<file path="src/verilog/crtfb_pkg.sv">
// Package for the frame-buffer and CRT side of a CRT display controller.
// Assumes one operating clock at twice the dot clock feeds every user of it.
package crtfb_pkg;

	// Scan modes: non-interlaced, interlace sync, interlace sync and video
	typedef enum logic [1:0] {SCAN_NI, SCAN_IS, SCAN_ISV} crtfb_scan_t;
	// Logical screen control: disabled, shown, blanked
	typedef enum logic [1:0] {SCR_OFF, SCR_ON, SCR_BLANK} crtfb_scr_t;
	// Cursor mode: off, steady, blinking
	typedef enum logic [1:0] {CUR_OFF, CUR_ON, CUR_BLINK} crtfb_cur_t;
	// Kind of the memory access under way
	typedef enum logic [1:0] {ACC_IDLE, ACC_REF, ACC_DRAW} crtfb_acc_t;

	// Display setup, held stable by the user while the screen runs
	typedef struct packed {
		logic [12:0] hpix;
		logic [2:0] depth;
		logic [7:0] htotal;
		logic [7:0] hs_start;
		logic [7:0] hs_width;
		logic [11:0] vdisp;
		logic [11:0] vtotal;
		logic [11:0] vs_start;
		logic [3:0] vs_width;
		logic [4:0] row_last;
		logic [4:0] cur_top;
		logic [4:0] cur_bot;
		logic [11:0] mem_width;
		logic [19:0] start_addr;
		logic [19:0] cur_a_addr;
		logic [19:0] cur_b_addr;
		logic chr_mode;
		crtfb_scan_t scan;
		crtfb_scr_t scr_a;
		crtfb_scr_t scr_b;
		crtfb_cur_t cur_mode;
		logic sync_drive;
	} crtfb_cfg_t;

	// Drawing access request, held until acknowledged
	typedef struct packed {
		logic valid;
		logic write;
		logic [19:0] addr;
		logic [15:0] wdata;
	} crtfb_drw_t;

	// Frame-buffer pins
	typedef struct packed {
		logic [15:0] mad;
		logic mad_oe;
		logic fb_address_strobe_n;
		logic [3:0] upper_addr_raster_lines;
		logic raster_bit_top;
		logic chr;
		logic mcyc;
		logic mrd;
		logic draw_n;
	} crtfb_fb_t;

	// CRT pins
	typedef struct packed {
		logic hsync_n;
		logic vsync_n;
		logic screen_enable_a;
		logic screen_enable_b;
		logic cursor_out_a;
		logic cursor_out_b;
	} crtfb_crt_t;

	// Whole state of the core
	typedef struct packed {
		crtfb_acc_t acc;
		logic dwr;
		logic [15:0] dwdata;
		logic [7:0] hcnt;
		logic [11:0] vcnt;
		logic [4:0] ras;
		logic field;
		logic [4:0] frame;
		logic [19:0] row_addr;
		logic [19:0] ref_addr;
		logic [19:0] lp_addr;
		logic lp_valid;
		logic ack;
		logic [15:0] rdata;
		logic [2:0] lp_sync;
		logic [2:0] ex_sync;
		crtfb_fb_t fb;
		crtfb_crt_t crt;
	} crtfb_st_t;

	// Values after reset
	localparam crtfb_fb_t FB_RST = '{fb_address_strobe_n: 1'b1, mcyc: 1'b1, mrd: 1'b1,
		draw_n: 1'b1, default: '0};
	localparam crtfb_crt_t CRT_RST = '{hsync_n: 1'b1, vsync_n: 1'b1, default: '0};
	// Largest pixel depth code: 16 bits per pixel
	localparam logic [2:0] DEPTH_MAX = 3'h4;
	// Frame counter bit that blinks the cursor by default
	localparam int BLINK_BIT_DEF = 4;

endpackage

</file>
<file path="src/verilog/crtfb_core.sv">
// Frame-buffer and CRT timing core: memory cycles, refresh, sync, cursor, light pen.
// Assumes memory answers in step with mcyc and the user holds cfg stable.
// Summary of operation
// - One clock at twice dot rate drives all
// - Memory cycle signal toggles every clock
// - Address then data on bus, strobe marks address
// - Upper pins: address 16-19 or raster 0-3
// - Separate top raster bit, 32-raster rows
// - Select shows graphic or character access
// - Read line sets data bus direction
// - Active-low drawing marker versus refresh
// - Two screen enables: on, off, blanked
// - Two cursors from address, rasters, mode
// - Active-low horizontal and vertical sync
// - Two-way external sync locks timing
// - Strobe captures refresh address, 20 bits
// - 16-bit words, 1 to 16 bits per pixel
// - 2 MB graphic, 128 KB character space
// - 256 words, 32 rasters, 4096 lines
// - 4096 pixels per line at one bit
// - Non-interlaced and two interlace modes
`timescale 1ns/1ps
module crtfb_core #(
	parameter int BLINK_BIT = crtfb_pkg::BLINK_BIT_DEF
) (
	// Clock and reset
	input wire logic ref_clk,
	input wire logic rst_b,
	// Display setup
	input wire crtfb_pkg::crtfb_cfg_t cfg,
	// Drawing access request and answer
	input wire crtfb_pkg::crtfb_drw_t drw,
	output logic draw_ack,
	output logic [15:0] draw_rdata,
	// Frame-buffer pins
	output crtfb_pkg::crtfb_fb_t fb,
	input wire logic [15:0] mad_i,
	// CRT pins
	output crtfb_pkg::crtfb_crt_t crt,
	// External sync pin
	input wire logic ext_sync_n_i,
	output logic ext_sync_n_o,
	output logic ext_sync_n_oe,
	// Light pen
	input wire logic light_pen_strobe,
	output logic [19:0] lp_addr,
	output logic lp_valid
);

	if (BLINK_BIT < 0 || BLINK_BIT > 4) begin : g_bad_blink
		$error("BLINK_BIT must lie in 0..4");
	end

	crtfb_pkg::crtfb_st_t st_ff;
	crtfb_pkg::crtfb_st_t nxt_st;
	logic [12:0] hdw;
	logic [19:0] addr;
	logic [19:0] step;
	logic act;
	logic lp_rise;
	logic ex_fall;
	logic odd;
	logic vwin;

	// Words shown per line from pixel count and depth
	function automatic logic [12:0] words_per_line(crtfb_pkg::crtfb_cfg_t c);
		logic [2:0] d;
		d = (c.depth > crtfb_pkg::DEPTH_MAX) ? crtfb_pkg::DEPTH_MAX : c.depth;
		return c.hpix >> (crtfb_pkg::DEPTH_MAX - d);
	endfunction

	// Cursor hit for one cursor address
	function automatic logic cur_hit(logic [19:0] a, logic [19:0] ca, logic [4:0] r,
		crtfb_pkg::crtfb_cfg_t c, logic blink);
		logic hit;
		hit = (a == ca) && (r >= c.cur_top) && (r <= c.cur_bot);
		case (c.cur_mode)
			crtfb_pkg::CUR_ON: return hit;
			crtfb_pkg::CUR_BLINK: return hit & blink;
			default: return 1'b0;
		endcase
	endfunction

	// Next state: one memory cycle is two clocks, address then data
	always_comb begin
		nxt_st = st_ff;
		nxt_st.ack = 1'b0;
		nxt_st.lp_valid = 1'b0;
		nxt_st.lp_sync = {st_ff.lp_sync[1:0], light_pen_strobe}; // Two-flop pen synchroniser
		nxt_st.ex_sync = {st_ff.ex_sync[1:0], ext_sync_n_i};
		lp_rise = st_ff.lp_sync[1] & ~st_ff.lp_sync[2];
		ex_fall = ~st_ff.ex_sync[1] & st_ff.ex_sync[2] & ~cfg.sync_drive;
		hdw = words_per_line(cfg);
		act = ({5'h0, st_ff.hcnt} < hdw) && (st_ff.vcnt < cfg.vdisp) &&
			(cfg.scr_a != crtfb_pkg::SCR_OFF || cfg.scr_b != crtfb_pkg::SCR_OFF);
		odd = st_ff.field && (cfg.scan != crtfb_pkg::SCAN_NI);
		vwin = ({1'b0, st_ff.vcnt} >= {1'b0, cfg.vs_start}) &&
			({1'b0, st_ff.vcnt} < ({1'b0, cfg.vs_start} + {9'h0, cfg.vs_width}));
		step = (cfg.scan == crtfb_pkg::SCAN_ISV) ? {7'h0, cfg.mem_width, 1'b0} :
			{8'h0, cfg.mem_width};
		addr = st_ff.ref_addr;
		if (st_ff.fb.mcyc) begin
			// Address phase: close last access, open the next
			nxt_st.fb.mcyc = 1'b0;
			if (st_ff.acc == crtfb_pkg::ACC_DRAW) begin
				nxt_st.ack = 1'b1;
				if (!st_ff.dwr) begin
					nxt_st.rdata = mad_i;
				end
			end
			if (act) begin
				nxt_st.acc = crtfb_pkg::ACC_REF;
				nxt_st.ref_addr = st_ff.ref_addr + 20'h1;
			end else if (drw.valid && st_ff.acc != crtfb_pkg::ACC_DRAW) begin
				nxt_st.acc = crtfb_pkg::ACC_DRAW;
				addr = drw.addr;
				nxt_st.dwr = drw.write;
				nxt_st.dwdata = drw.wdata;
			end else begin
				nxt_st.acc = crtfb_pkg::ACC_IDLE;
			end
			// Character space is 64k words
			if (cfg.chr_mode) begin
				addr[19:16] = 4'h0;
			end
			nxt_st.fb.mad = addr[15:0];
			nxt_st.fb.mad_oe = (nxt_st.acc != crtfb_pkg::ACC_IDLE);
			nxt_st.fb.fb_address_strobe_n = (nxt_st.acc == crtfb_pkg::ACC_IDLE);
			nxt_st.fb.upper_addr_raster_lines = cfg.chr_mode ? st_ff.ras[3:0] :
				addr[19:16];
			nxt_st.fb.raster_bit_top = cfg.chr_mode & st_ff.ras[4];
			nxt_st.fb.chr = cfg.chr_mode;
			nxt_st.fb.mrd = !(nxt_st.acc == crtfb_pkg::ACC_DRAW && drw.write);
			nxt_st.fb.draw_n = (nxt_st.acc != crtfb_pkg::ACC_DRAW);
			// Screen enables and cursors for this refresh word
			nxt_st.crt.screen_enable_a = act && cfg.scr_a == crtfb_pkg::SCR_ON;
			nxt_st.crt.screen_enable_b = act && cfg.scr_b == crtfb_pkg::SCR_ON;
			nxt_st.crt.cursor_out_a = act && cur_hit(st_ff.ref_addr, cfg.cur_a_addr,
				st_ff.ras, cfg, st_ff.frame[BLINK_BIT]);
			nxt_st.crt.cursor_out_b = act && cur_hit(st_ff.ref_addr, cfg.cur_b_addr,
				st_ff.ras, cfg, st_ff.frame[BLINK_BIT]);
			// Horizontal sync window in memory cycles
			nxt_st.crt.hsync_n = !(({1'b0, st_ff.hcnt} >= {1'b0, cfg.hs_start}) &&
				({1'b0, st_ff.hcnt} < ({1'b0, cfg.hs_start} + {1'b0, cfg.hs_width})));
			// Vertical sync moves half a line in the odd field
			if ((!odd && st_ff.hcnt == 8'h0) || (odd && st_ff.hcnt == (cfg.htotal >> 1))) begin
				nxt_st.crt.vsync_n = !vwin;
			end
			// Line and frame advance
			if (st_ff.hcnt == cfg.htotal) begin
				nxt_st.hcnt = 8'h0;
				if (!cfg.chr_mode) begin
					nxt_st.row_addr = st_ff.row_addr + step;
				end else if (st_ff.ras == cfg.row_last) begin
					nxt_st.ras = 5'h0;
					nxt_st.row_addr = st_ff.row_addr + step;
				end else begin
					nxt_st.ras = st_ff.ras + 5'h1;
				end
				if (st_ff.vcnt == cfg.vtotal) begin
					nxt_st.vcnt = 12'h0;
					nxt_st.ras = 5'h0;
					nxt_st.frame = st_ff.frame + 5'h1;
					nxt_st.field = (cfg.scan != crtfb_pkg::SCAN_NI) & ~st_ff.field;
					nxt_st.row_addr = cfg.start_addr;
					if (cfg.scan == crtfb_pkg::SCAN_ISV && nxt_st.field) begin
						nxt_st.row_addr = cfg.start_addr + {8'h0, cfg.mem_width};
					end
				end else begin
					nxt_st.vcnt = st_ff.vcnt + 12'h1;
				end
				nxt_st.ref_addr = nxt_st.row_addr;
			end else begin
				nxt_st.hcnt = st_ff.hcnt + 8'h1;
			end
		end else begin
			// Data phase: drive write data, release bus on reads
			nxt_st.fb.mcyc = 1'b1;
			nxt_st.fb.fb_address_strobe_n = 1'b1;
			case (st_ff.acc)
				crtfb_pkg::ACC_DRAW: begin
					nxt_st.fb.mad = st_ff.dwr ? st_ff.dwdata : st_ff.fb.mad;
					nxt_st.fb.mad_oe = st_ff.dwr;
				end
				default: begin
					nxt_st.fb.mad_oe = 1'b0;
				end
			endcase
		end
		// Falling external sync restarts the frame
		if (ex_fall) begin
			nxt_st.hcnt = 8'h0;
			nxt_st.vcnt = 12'h0;
			nxt_st.ras = 5'h0;
			nxt_st.field = 1'b0;
			nxt_st.row_addr = cfg.start_addr;
			nxt_st.ref_addr = cfg.start_addr;
		end
		// Light-pen capture of the refresh address
		if (lp_rise) begin
			nxt_st.lp_addr = st_ff.ref_addr;
			nxt_st.lp_valid = 1'b1;
		end
	end

	// State register
	always_ff @(posedge ref_clk or negedge rst_b) begin
		if (!rst_b) begin
			st_ff <= '0;
			st_ff.fb <= crtfb_pkg::FB_RST;
			st_ff.crt <= crtfb_pkg::CRT_RST;
		end else begin
			st_ff <= nxt_st;
		end
	end

	// Outputs
	assign fb = st_ff.fb;
	assign crt = st_ff.crt;
	assign draw_ack = st_ff.ack;
	assign draw_rdata = st_ff.rdata;
	assign lp_addr = st_ff.lp_addr;
	assign lp_valid = st_ff.lp_valid;
	assign ext_sync_n_o = st_ff.crt.vsync_n;
	assign ext_sync_n_oe = cfg.sync_drive;

	// Clocks that horizontal sync has been low
	logic [9:0] hs_low_ff;
	always_ff @(posedge ref_clk or negedge rst_b) begin
		if (!rst_b) begin
			hs_low_ff <= 10'h0;
		end else begin
			hs_low_ff <= crt.hsync_n ? 10'h0 : hs_low_ff + 10'h1;
		end
	end
endmodule // crtfb_core

</file>
<file path="config.mk">
export PLATFORM = sky130hd
export DESIGN_NAME = crtfb_core
export DESIGN_NICKNAME = d
export VERILOG_FILES = /design/src/verilog/crtfb_pkg.sv /design/src/verilog/crtfb_core.sv
export SDC_FILE = /design/constraint.sdc
export NUM_CORES = 1
export LEC_CHECK = 0
export BUFFER_PORTS_ARGS = -buffer_cell sky130_fd_sc_hd__buf_4
export CAP_MARGIN = 20
export CORE_MARGIN = 3
export CORE_UTILIZATION = 51
export DETAILED_ROUTE_END_ITERATION = 10
export HOLD_SLACK_MARGIN = 0.02
export PLACE_DENSITY = 0.79
export SYNTH_ARGS = -nofsm -noshare
export SYNTH_HDL_FRONTEND = slang
export SYNTH_SLANG_ARGS = --single-unit
</file>
<file path="constraint.sdc">
create_clock -name ref_clk -period 2.8 [get_ports ref_clk]
set_input_delay 0.28 -clock ref_clk [delete_from_list [all_inputs] [get_ports ref_clk]]
set_output_delay 0.28 -clock ref_clk [all_outputs]
set_load 0.02 [all_outputs]
</file>
==> summary.md, run 1 <==
| Metric | Value |
|---|---|
| Leakage | `8.71 nW` |
| Post-synth EDFFs | `0` |
| # port buffers | `307` |
| CP max FO | `7` |
| Post-Synth XOR/XNOR Area | `0.0836` |
| Fin Clk Skew | `0.0141 ns` |
| Root Buffer | `clkbuf_16` |
| Most used DFF post-synth | `dfrtp_1` |
| Unrepaired setup endpoints after global routing | `yes` |
| Synth Area in Compound Gates | `0.185` |
| Global-route wire length before repair | `68400 µm` |
| Slew headroom | `0.259` |
| Share of the synthesized area in the top cell type | `0.296` |
| Global-route usage over all layers | `0.297` |
| Met3 WL | `3440 µm` |
| Count leader, synth | `dfrtp_1` |
| Sequential share of power | `0.363` |
| Final Max Tran Viols | `0` |
| Max cap viols | `0` |
| Post-synth top area cell | `dfrtp_1` |
| CTS buffer count | `17` |
| Simple-gate share of the synthesized area | `0.130` |
| Largest net degree at the start of global routing | `65` |
| TritonRoute pass-1 iters | `5` |
| Post-synth design cell area | `0.0136 mm²` |
| Proportion of synthesized area in mux cells | `0.0971` |
| Vias in the first global route | `12900` |
| Metal2 WL | `21600 µm` |
| Slew @ Worst Pin | `1.11 ns` |
| WL final | `44400 µm` |
| Sequential cell area fraction in the yosys report | `0.308` |
| Seq cells post-synth | `167` |
| Worst setup path class | `in -> reg` |
| Max Fclk | `325 MHz` |
| Startpoint types | `primary input` |
| Post-Syn Area per Cell | `9.20 µm²` |
| CTS tree | `built` |
| Final setup margin | `-0.280 ns` |
| Adder-Cell Fraction of Synth Area | `0.110` |
| Top cells by count, synth | `dfrtp_1, o21ai_0, ha_1` |
| Nets | `2170` |
| CTS clk-pin slew, worst paths | `0.08 ns` |
| Total Power | `9.15 mW` |
| Ys async rst share | `1.00` |
| Minimum clock period | `3.08 ns` |
| Syn-to-layout area delta | `31.2%` |
| Final period util | `1.10` |
| Clk Latency, worst-skew pair | `0.44 ns` |
| Die Area | `0.0287 mm²` |
| Highest Signal Layer | `met4` |
| # rows | `59` |
| Vias per cell | `5.92` |
| Synth Net Count | `1832` |
| Top post-synthesis cells by area | `dfrtp_1, ha_1, mux2_2, xnor2_1, o21ai_0` |
| Filler cells | `2012` |
| Crit path DAT | `3.43 ns` |
| Routed met1 length | `17700 µm` |
| Sw frac | `0.366` |
| Post-Syn Instances | `1480` |
| Worst setup EP type | `flop` |
| Die Wd | `169 µm` |
| Hold/Removal Path Class | `in -> reg` |
| Initial antenna violation count | `0` |
| Core ar. | `0.0261 mm²` |
| Yosys warnings | `0` |
| Combinational share of power | `0.369` |
| Largest family of logic cells by synthesized area | `compound AO/OA/AOI/OAI gates` |
| Pre-CTS setup slack | `-0.781 ns` |
| Setup Viol. Count Final | `62` |
| P_int | `5.81 mW` |
| H-tree Lvls | `4` |
| Vias post-DR | `12800` |
| # IOs | `308` |
| GRT Residual Overflow | `0` |
| Violations in the final reports | `negative setup slack` |
| Power per Cell Area | `512 mW/mm²` |
| Clock power frac | `0.268` |
| Final Hold Violating Endpoints | `0` |
| HPWL after DPL | `34400 µm` |
| Worst VDD drop | `458 µV` |
| Status | `finished with violations` |
| Share of layout cells above drive strength 1 | `0.351` |
| GPL Wtd Cong | `0.927` |
| Sw Pwr | `3.35 mW` |
| Post-DRT Antenna Nets | `0` |
| Drt initial violations | `1172` |
| CP required | `3.15 ns` |
| Die Span Y | `169 µm` |
| Wirelength per Cell | `20.5 µm` |
| CTS Sinks | `167` |
| Starting Density | `0.521` |
| Max clock buf depth | `2` |
| Synth unique cells | `92` |
| Antenna Cells | `0` |
| # DRC | `0` |
## cells by family (layout without fill, tap and decap cells)
family / count (synthesis) / in the layout
AO/OA/AOI/OAI: 378 / 378
AND/OR/NAND/NOR: 346 / 346
buffers and inverters: 230 / 581
flip-flops: 167 / 167
XOR/XNOR: 130 / 130
adder cells (fa/ha/maj): 117 / 117
multiplexers: 112 / 112
## final timing paths
path	from	to	slack (ns)	cells after the start
setup / recovery	cfg[162]	st_ff[80]	-0.28	19
hold / removal	drw[1]	st_ff[149]	0.07	2
hold reg to reg	nxt_st[37]	nxt_st[38]	0.35	0
max in group asynchronous	rst_b	fb[0]	1.55	3
min in group asynchronous	rst_b	fb[11]	0.39	2
setup reg to reg	st_ff[97]	st_ff[95]	-0.08	11
## flip-flops by register name, summed over array words and instances, names as in the netlist
signal        count
lp_valid          1
st_ff            92
crt               5
lp_addr          20
draw_ack          1
fb               27
ext_sync_n_o      1
draw_rdata       16
nxt_st            4
## final cells by class
cell class	count	area, µm²	share of cell area
clock inverter	15	185	0.0104
inverter	88	330	0.0185
multi-input combinational	1083	8670	0.486
timing repair buffer	461	3640	0.204
tap	335	419	0.0235
sequential	167	4190	0.234
clock buffer	17	425	0.0238
## layout by cell type (no fill, tap or decap), types with 7 or more instances in the layout
master     instances
a211oi_1          12
a21o_1            20
a21oi_1           67
a22oi_1           20
a31oi_1            7
and3_1            20
buf_12             8
buf_4            439
clkbuf_16         18
dfrtp_1          161
ha_1             108
inv_1             84
mux2_2            52
mux2_4            14
mux2i_1           38
mux4_2             7
nand2_1           89
nand2b_1          14
nand3_1           47
nand4_1           16
nor2_1            66
nor2b_1           14
nor3_1            18
nor4_1            11
o211ai_1          17
o21a_1            13
o21ai_0          103
o21ai_1           10
o31ai_1            8
or3_1              9
xnor2_1           70
xor2_1            58
## timing repair
action | 4_1_cts | 5_1_grt
resized for setup | 12 | 54
pin swaps | 10 | 17
hold buffers | 4 | 0
endpoints found under the setup margin | 62 | 75
gates cloned | 0 | 1
buffers inserted | 5 | 2
hold endpoints to repair | 61 | 0
## critical path: stages
cell and delay (ns):
buf_8 0.11, xnor2_4 0.13, nor2_4 0.10, buf_12 0.13, buf_6 0.09, mux4_2 0.48, mux2i_1 0.17, ha_1 0.15
nand4_1 0.14, a41oi_2 0.19, o211ai_1 0.14, a32oi_2 0.28, a21oi_4 0.09, buf_12 0.16, a21boi_4 0.22, buf_12 0.17
buf_8 0.12, a21oi_2 0.04, o22ai_1 0.22
## power by group through the flow
stage,Combinational (mW),Sequential [mW],Clock [mW]
after floorplan,2.33,3.02,0
after detailed placement,3.23,3.31,0
after global placement,3.14,3.30,0
after CTS,3.27,3.27,2.47
final,3.38,3.32,2.45
after global routing,3.69,3.35,2.57
## metal layers
metal	track usage	vias up
li1	-	5936
met1	0.378	6166
met2	0.508	605
met3	0.0512	119
met4	0.112	0
met5	0	-
## metrics by stage
step           hold WS, ns  cells  TNS (ns)  cell area (µm²)  utilization
4_1_cts             0.0630   2163    -10.66            17600        0.672
3_5_place_dp         0.316   2122    -44.44            16800        0.643
2_1_floorplan      -0.0156   1480    -27.21            13800            -
5_1_grt             0.0601   2166    -22.90            17900        0.683
6_report            0.0663   2166    -11.66            17900        0.683
3_3_place_gp         0.309   2122    -38.95            16800        0.643
Power figures use the tool's default switching activity.
==> run 2, diff against run 1 <==
--- a/config.mk
+++ b/config.mk
@@ -7,10 +7,9 @@
 export LEC_CHECK = 0
 export BUFFER_PORTS_ARGS = -buffer_cell sky130_fd_sc_hd__buf_4
-export CAP_MARGIN = 20
 export CORE_MARGIN = 3
-export CORE_UTILIZATION = 51
+export CORE_UTILIZATION = 56
 export DETAILED_ROUTE_END_ITERATION = 10
 export HOLD_SLACK_MARGIN = 0.02
-export PLACE_DENSITY = 0.79
+export PLACE_DENSITY = 0.82
 export SYNTH_ARGS = -nofsm -noshare
 export SYNTH_HDL_FRONTEND = slang
==> constraint.sdc (replaced) <==
create_clock -name ref_clk -period 2.9 [get_ports ref_clk]
set_input_delay 0.29 -clock ref_clk [delete_from_list [all_inputs] [get_ports ref_clk]]
set_output_delay 0.29 -clock ref_clk [all_outputs]
set_load 0.1 [all_outputs]
==> summary.md, run 2 (same netlist as run 1, synthesis figures left out) <==
| Metric | Value |
|---|---|
| Status | `finished with violations` |
| Violations in the final reports | `negative setup slack` |
| CTS clk-pin slew, worst paths | `0.07 ns` |
| Global-route usage over all layers | `0.322` |
| Max cap viols | `0` |
| Vias in the first global route | `12800` |
| CP max FO | `7` |
| Max Fclk | `332 MHz` |
| CP Cell Sequence | `buf_8 -> xnor2_4 -> nor2_4 -> buf_12 -> mux4_2 -> mux2i_1 -> ha_1 -> nand4_1 -> buf_4 -> o22a_1 -> a32oi_2 -> a21oi_4 -> buf_12 -> nor2b_4 -> buf_6 -> mux2i_2 -> o221ai_1` |
| Placed cell count | `2096` |
| Max clock buf depth | `2` |
| TritonRoute pass-1 iters | `5` |
| Most frequent cells in the layout | `buf_4, dfrtp_1, ha_1` |
| CP required | `3.20 ns` |
| Leakage | `8.67 nW` |
| Multi-input gate area | `0.00859 mm²` |
| # rows | `56` |
| Pre-CTS setup slack | `-0.689 ns` |
| Clock power frac | `0.234` |
| Crit path DAT | `3.31 ns` |
| Die Wd | `162 µm` |
| Core ar. | `0.0237 mm²` |
| CTS Sinks | `167` |
| Worst reg2reg path depth | `7` |
| Die Area | `0.0262 mm²` |
| Wirelength per Cell | `20.5 µm` |
| Final Max Tran Viols | `0` |
| Die Span Y | `162 µm` |
| Worst VDD drop | `481 µV` |
| Setup Viol. Count Final | `41` |
| Filler cells | `1615` |
| Crit path max-delay family | `multiplexers` |
| Startpoint types | `primary input` |
| # IOs | `308` |
| Syn-to-layout area delta | `30.7%` |
| Power per Cell Area | `556 mW/mm²` |
| Reg with most FFs | `st_ff` |
| Sw Pwr | `4.33 mW` |
| Worst setup EP type | `flop` |
| Clk Latency, worst-skew pair | `0.44 ns` |
| Drt initial violations | `1120` |
| Combinational share of power | `0.450` |
| Sequential share of power | `0.315` |
| Vias per cell | `6.01` |
| Worst setup path class | `in -> reg` |
| Final Hold Violating Endpoints | `0` |
| Number of flip-flops in the largest register | `92` |
| P_int | `5.56 mW` |
| Non-filler cells in the finished layout | `2148` |
| Sw frac | `0.438` |
| HPWL after DPL | `33600 µm` |
| Hold/Removal Path Class | `in -> reg` |
| Unrepaired setup endpoints after global routing | `yes` |
| Global-route wire length before repair | `67300 µm` |
| Starting Density | `0.575` |
| Depth of the worst hold-timing path | `2` |
| Final setup margin | `-0.109 ns` |
| Max stage delay cell, worst path | `mux4_2` |
| CP Buf/Inv Count | `5` |
| CTS buffer count | `17` |
| Worst Hold End | `fb[1]` |
| H-tree Lvls | `4` |
| Storage cell area | `0.00419 mm²` |
| Share of layout cells above drive strength 1 | `0.350` |
| GRT Residual Overflow | `0` |
| # port buffers | `307` |
| Slew @ Worst Pin | `0.999 ns` |
| Total negative slack | `-2.03 ns` |
| CTS tree | `built` |
| Largest net degree at the start of global routing | `70` |
| Flop2flop setup slack | `0 ns` |
| Commonest non-fill, non-tap cell in the layout | `buf_4` |
| Hold path start | `drw[36]` |
| # DRC | `0` |
| Worst flop-to-flop path startpoint | `st_ff[141]` |
| CP max stage delay | `0.51 ns` |
| Initial antenna violation count | `1` |
| Fin Clk Skew | `0.0163 ns` |
| Post-DRT Antenna Nets | `0` |
| Root Buffer | `clkbuf_16` |
| Slew headroom | `0.334` |
| Nets | `2167` |
| Final period util | `1.04` |
| Minimum clock period | `3.01 ns` |
| Vias post-DR | `12900` |
| GPL Wtd Cong | `0.940` |
| R2R Path End | `st_ff[92]` |
| Hold slack | `0.0313 ns` |
| WL final | `44100 µm` |
| CP dominant cell by count | `buf_12` |
run 2: changes by cell type in the layout (fill, tap and decap cells not counted), sizes merged:
cell	delta
buf	-2
clkinv	+2
diode	+1
bufinv	-1
inv	-1
dlygate4sd3	-1
run 2: worst max path at each step:
stage                     startpoint    endpoint  slack, ns  cells after the start
final                       cfg[162]       fb[8]      -0.11                     17
after global routing        cfg[162]       fb[8]      -0.25                     17
after CTS                   cfg[162]      crt[1]      -0.08                     14
after detailed placement    cfg[161]      crt[1]      -0.69                     13
after global placement      cfg[161]   st_ff[86]      -0.59                     15
after floorplan             cfg[161]  st_ff[157]      -0.49                     14
run 2: area by class of cell:
class,count,share of cell area
Antenna cell,1,0.000141
Sequential cell,167,0.235
Multi-Input combinational cell,1083,0.483
Tap cell,319,0.0224
Clock buffer,17,0.0239
Inverter,88,0.0186
Timing Repair Buffer,458,0.206
Clock inverter,15,0.0104
run 2: power by group through the flow:
stage / Combinational, mW / Sequential [mW] / Clock [mW]
CTS: 4.34 / 3.09 / 2.33
floorplan: 3.33 / 2.92 / 0
finish: 4.45 / 3.12 / 2.32
global route: 4.73 / 3.15 / 2.43
detailed placement: 4.27 / 3.13 / 0
global placement: 4.17 / 3.11 / 0
run 2: metrics by stage:
| step | instance area (µm²) | total power, mW | utilization |
|---|---|---|---|
| floorplan | 13800 | 6.25 | - |
| global placement | 16700 | 7.28 | 0.706 |
| detailed placement | 16700 | 7.40 | 0.706 |
| CTS | 17600 | 9.76 | 0.742 |
| global route | 17800 | 10.3 | 0.751 |
| finish | 17800 | 9.89 | 0.751 |
run 2: worst reg2reg max path: stages, from the launching register on:
cell,delay [ns]
dfrtp_1,0.52
xnor2_1,0.18
nand4_1,0.14
or2_1,0.56
nand3_1,0.60
or3_1,0.54
o211a_1,0.16
o21ai_1,0.12
run 2: what timing repair did:
action / 4_1_cts / 5_1_grt
endpoints found under the setup margin: 57 / 70
pin swaps: 18 / 25
endpoints found under the hold margin: 48 / 0
gates resized for setup: 35 / 39
cloned: 1 / 1
hold buffers: 3 / 0
buffers inserted: 9 / 8
run 2: metal layers:
layer  up-vias  track usage  routed length, µm
li1       5925            -                  -
met1      6217        0.402              17100
met2       671        0.560              22100
met3        93       0.0599               3640
met4         0        0.111               1250
met5         -            0                  0
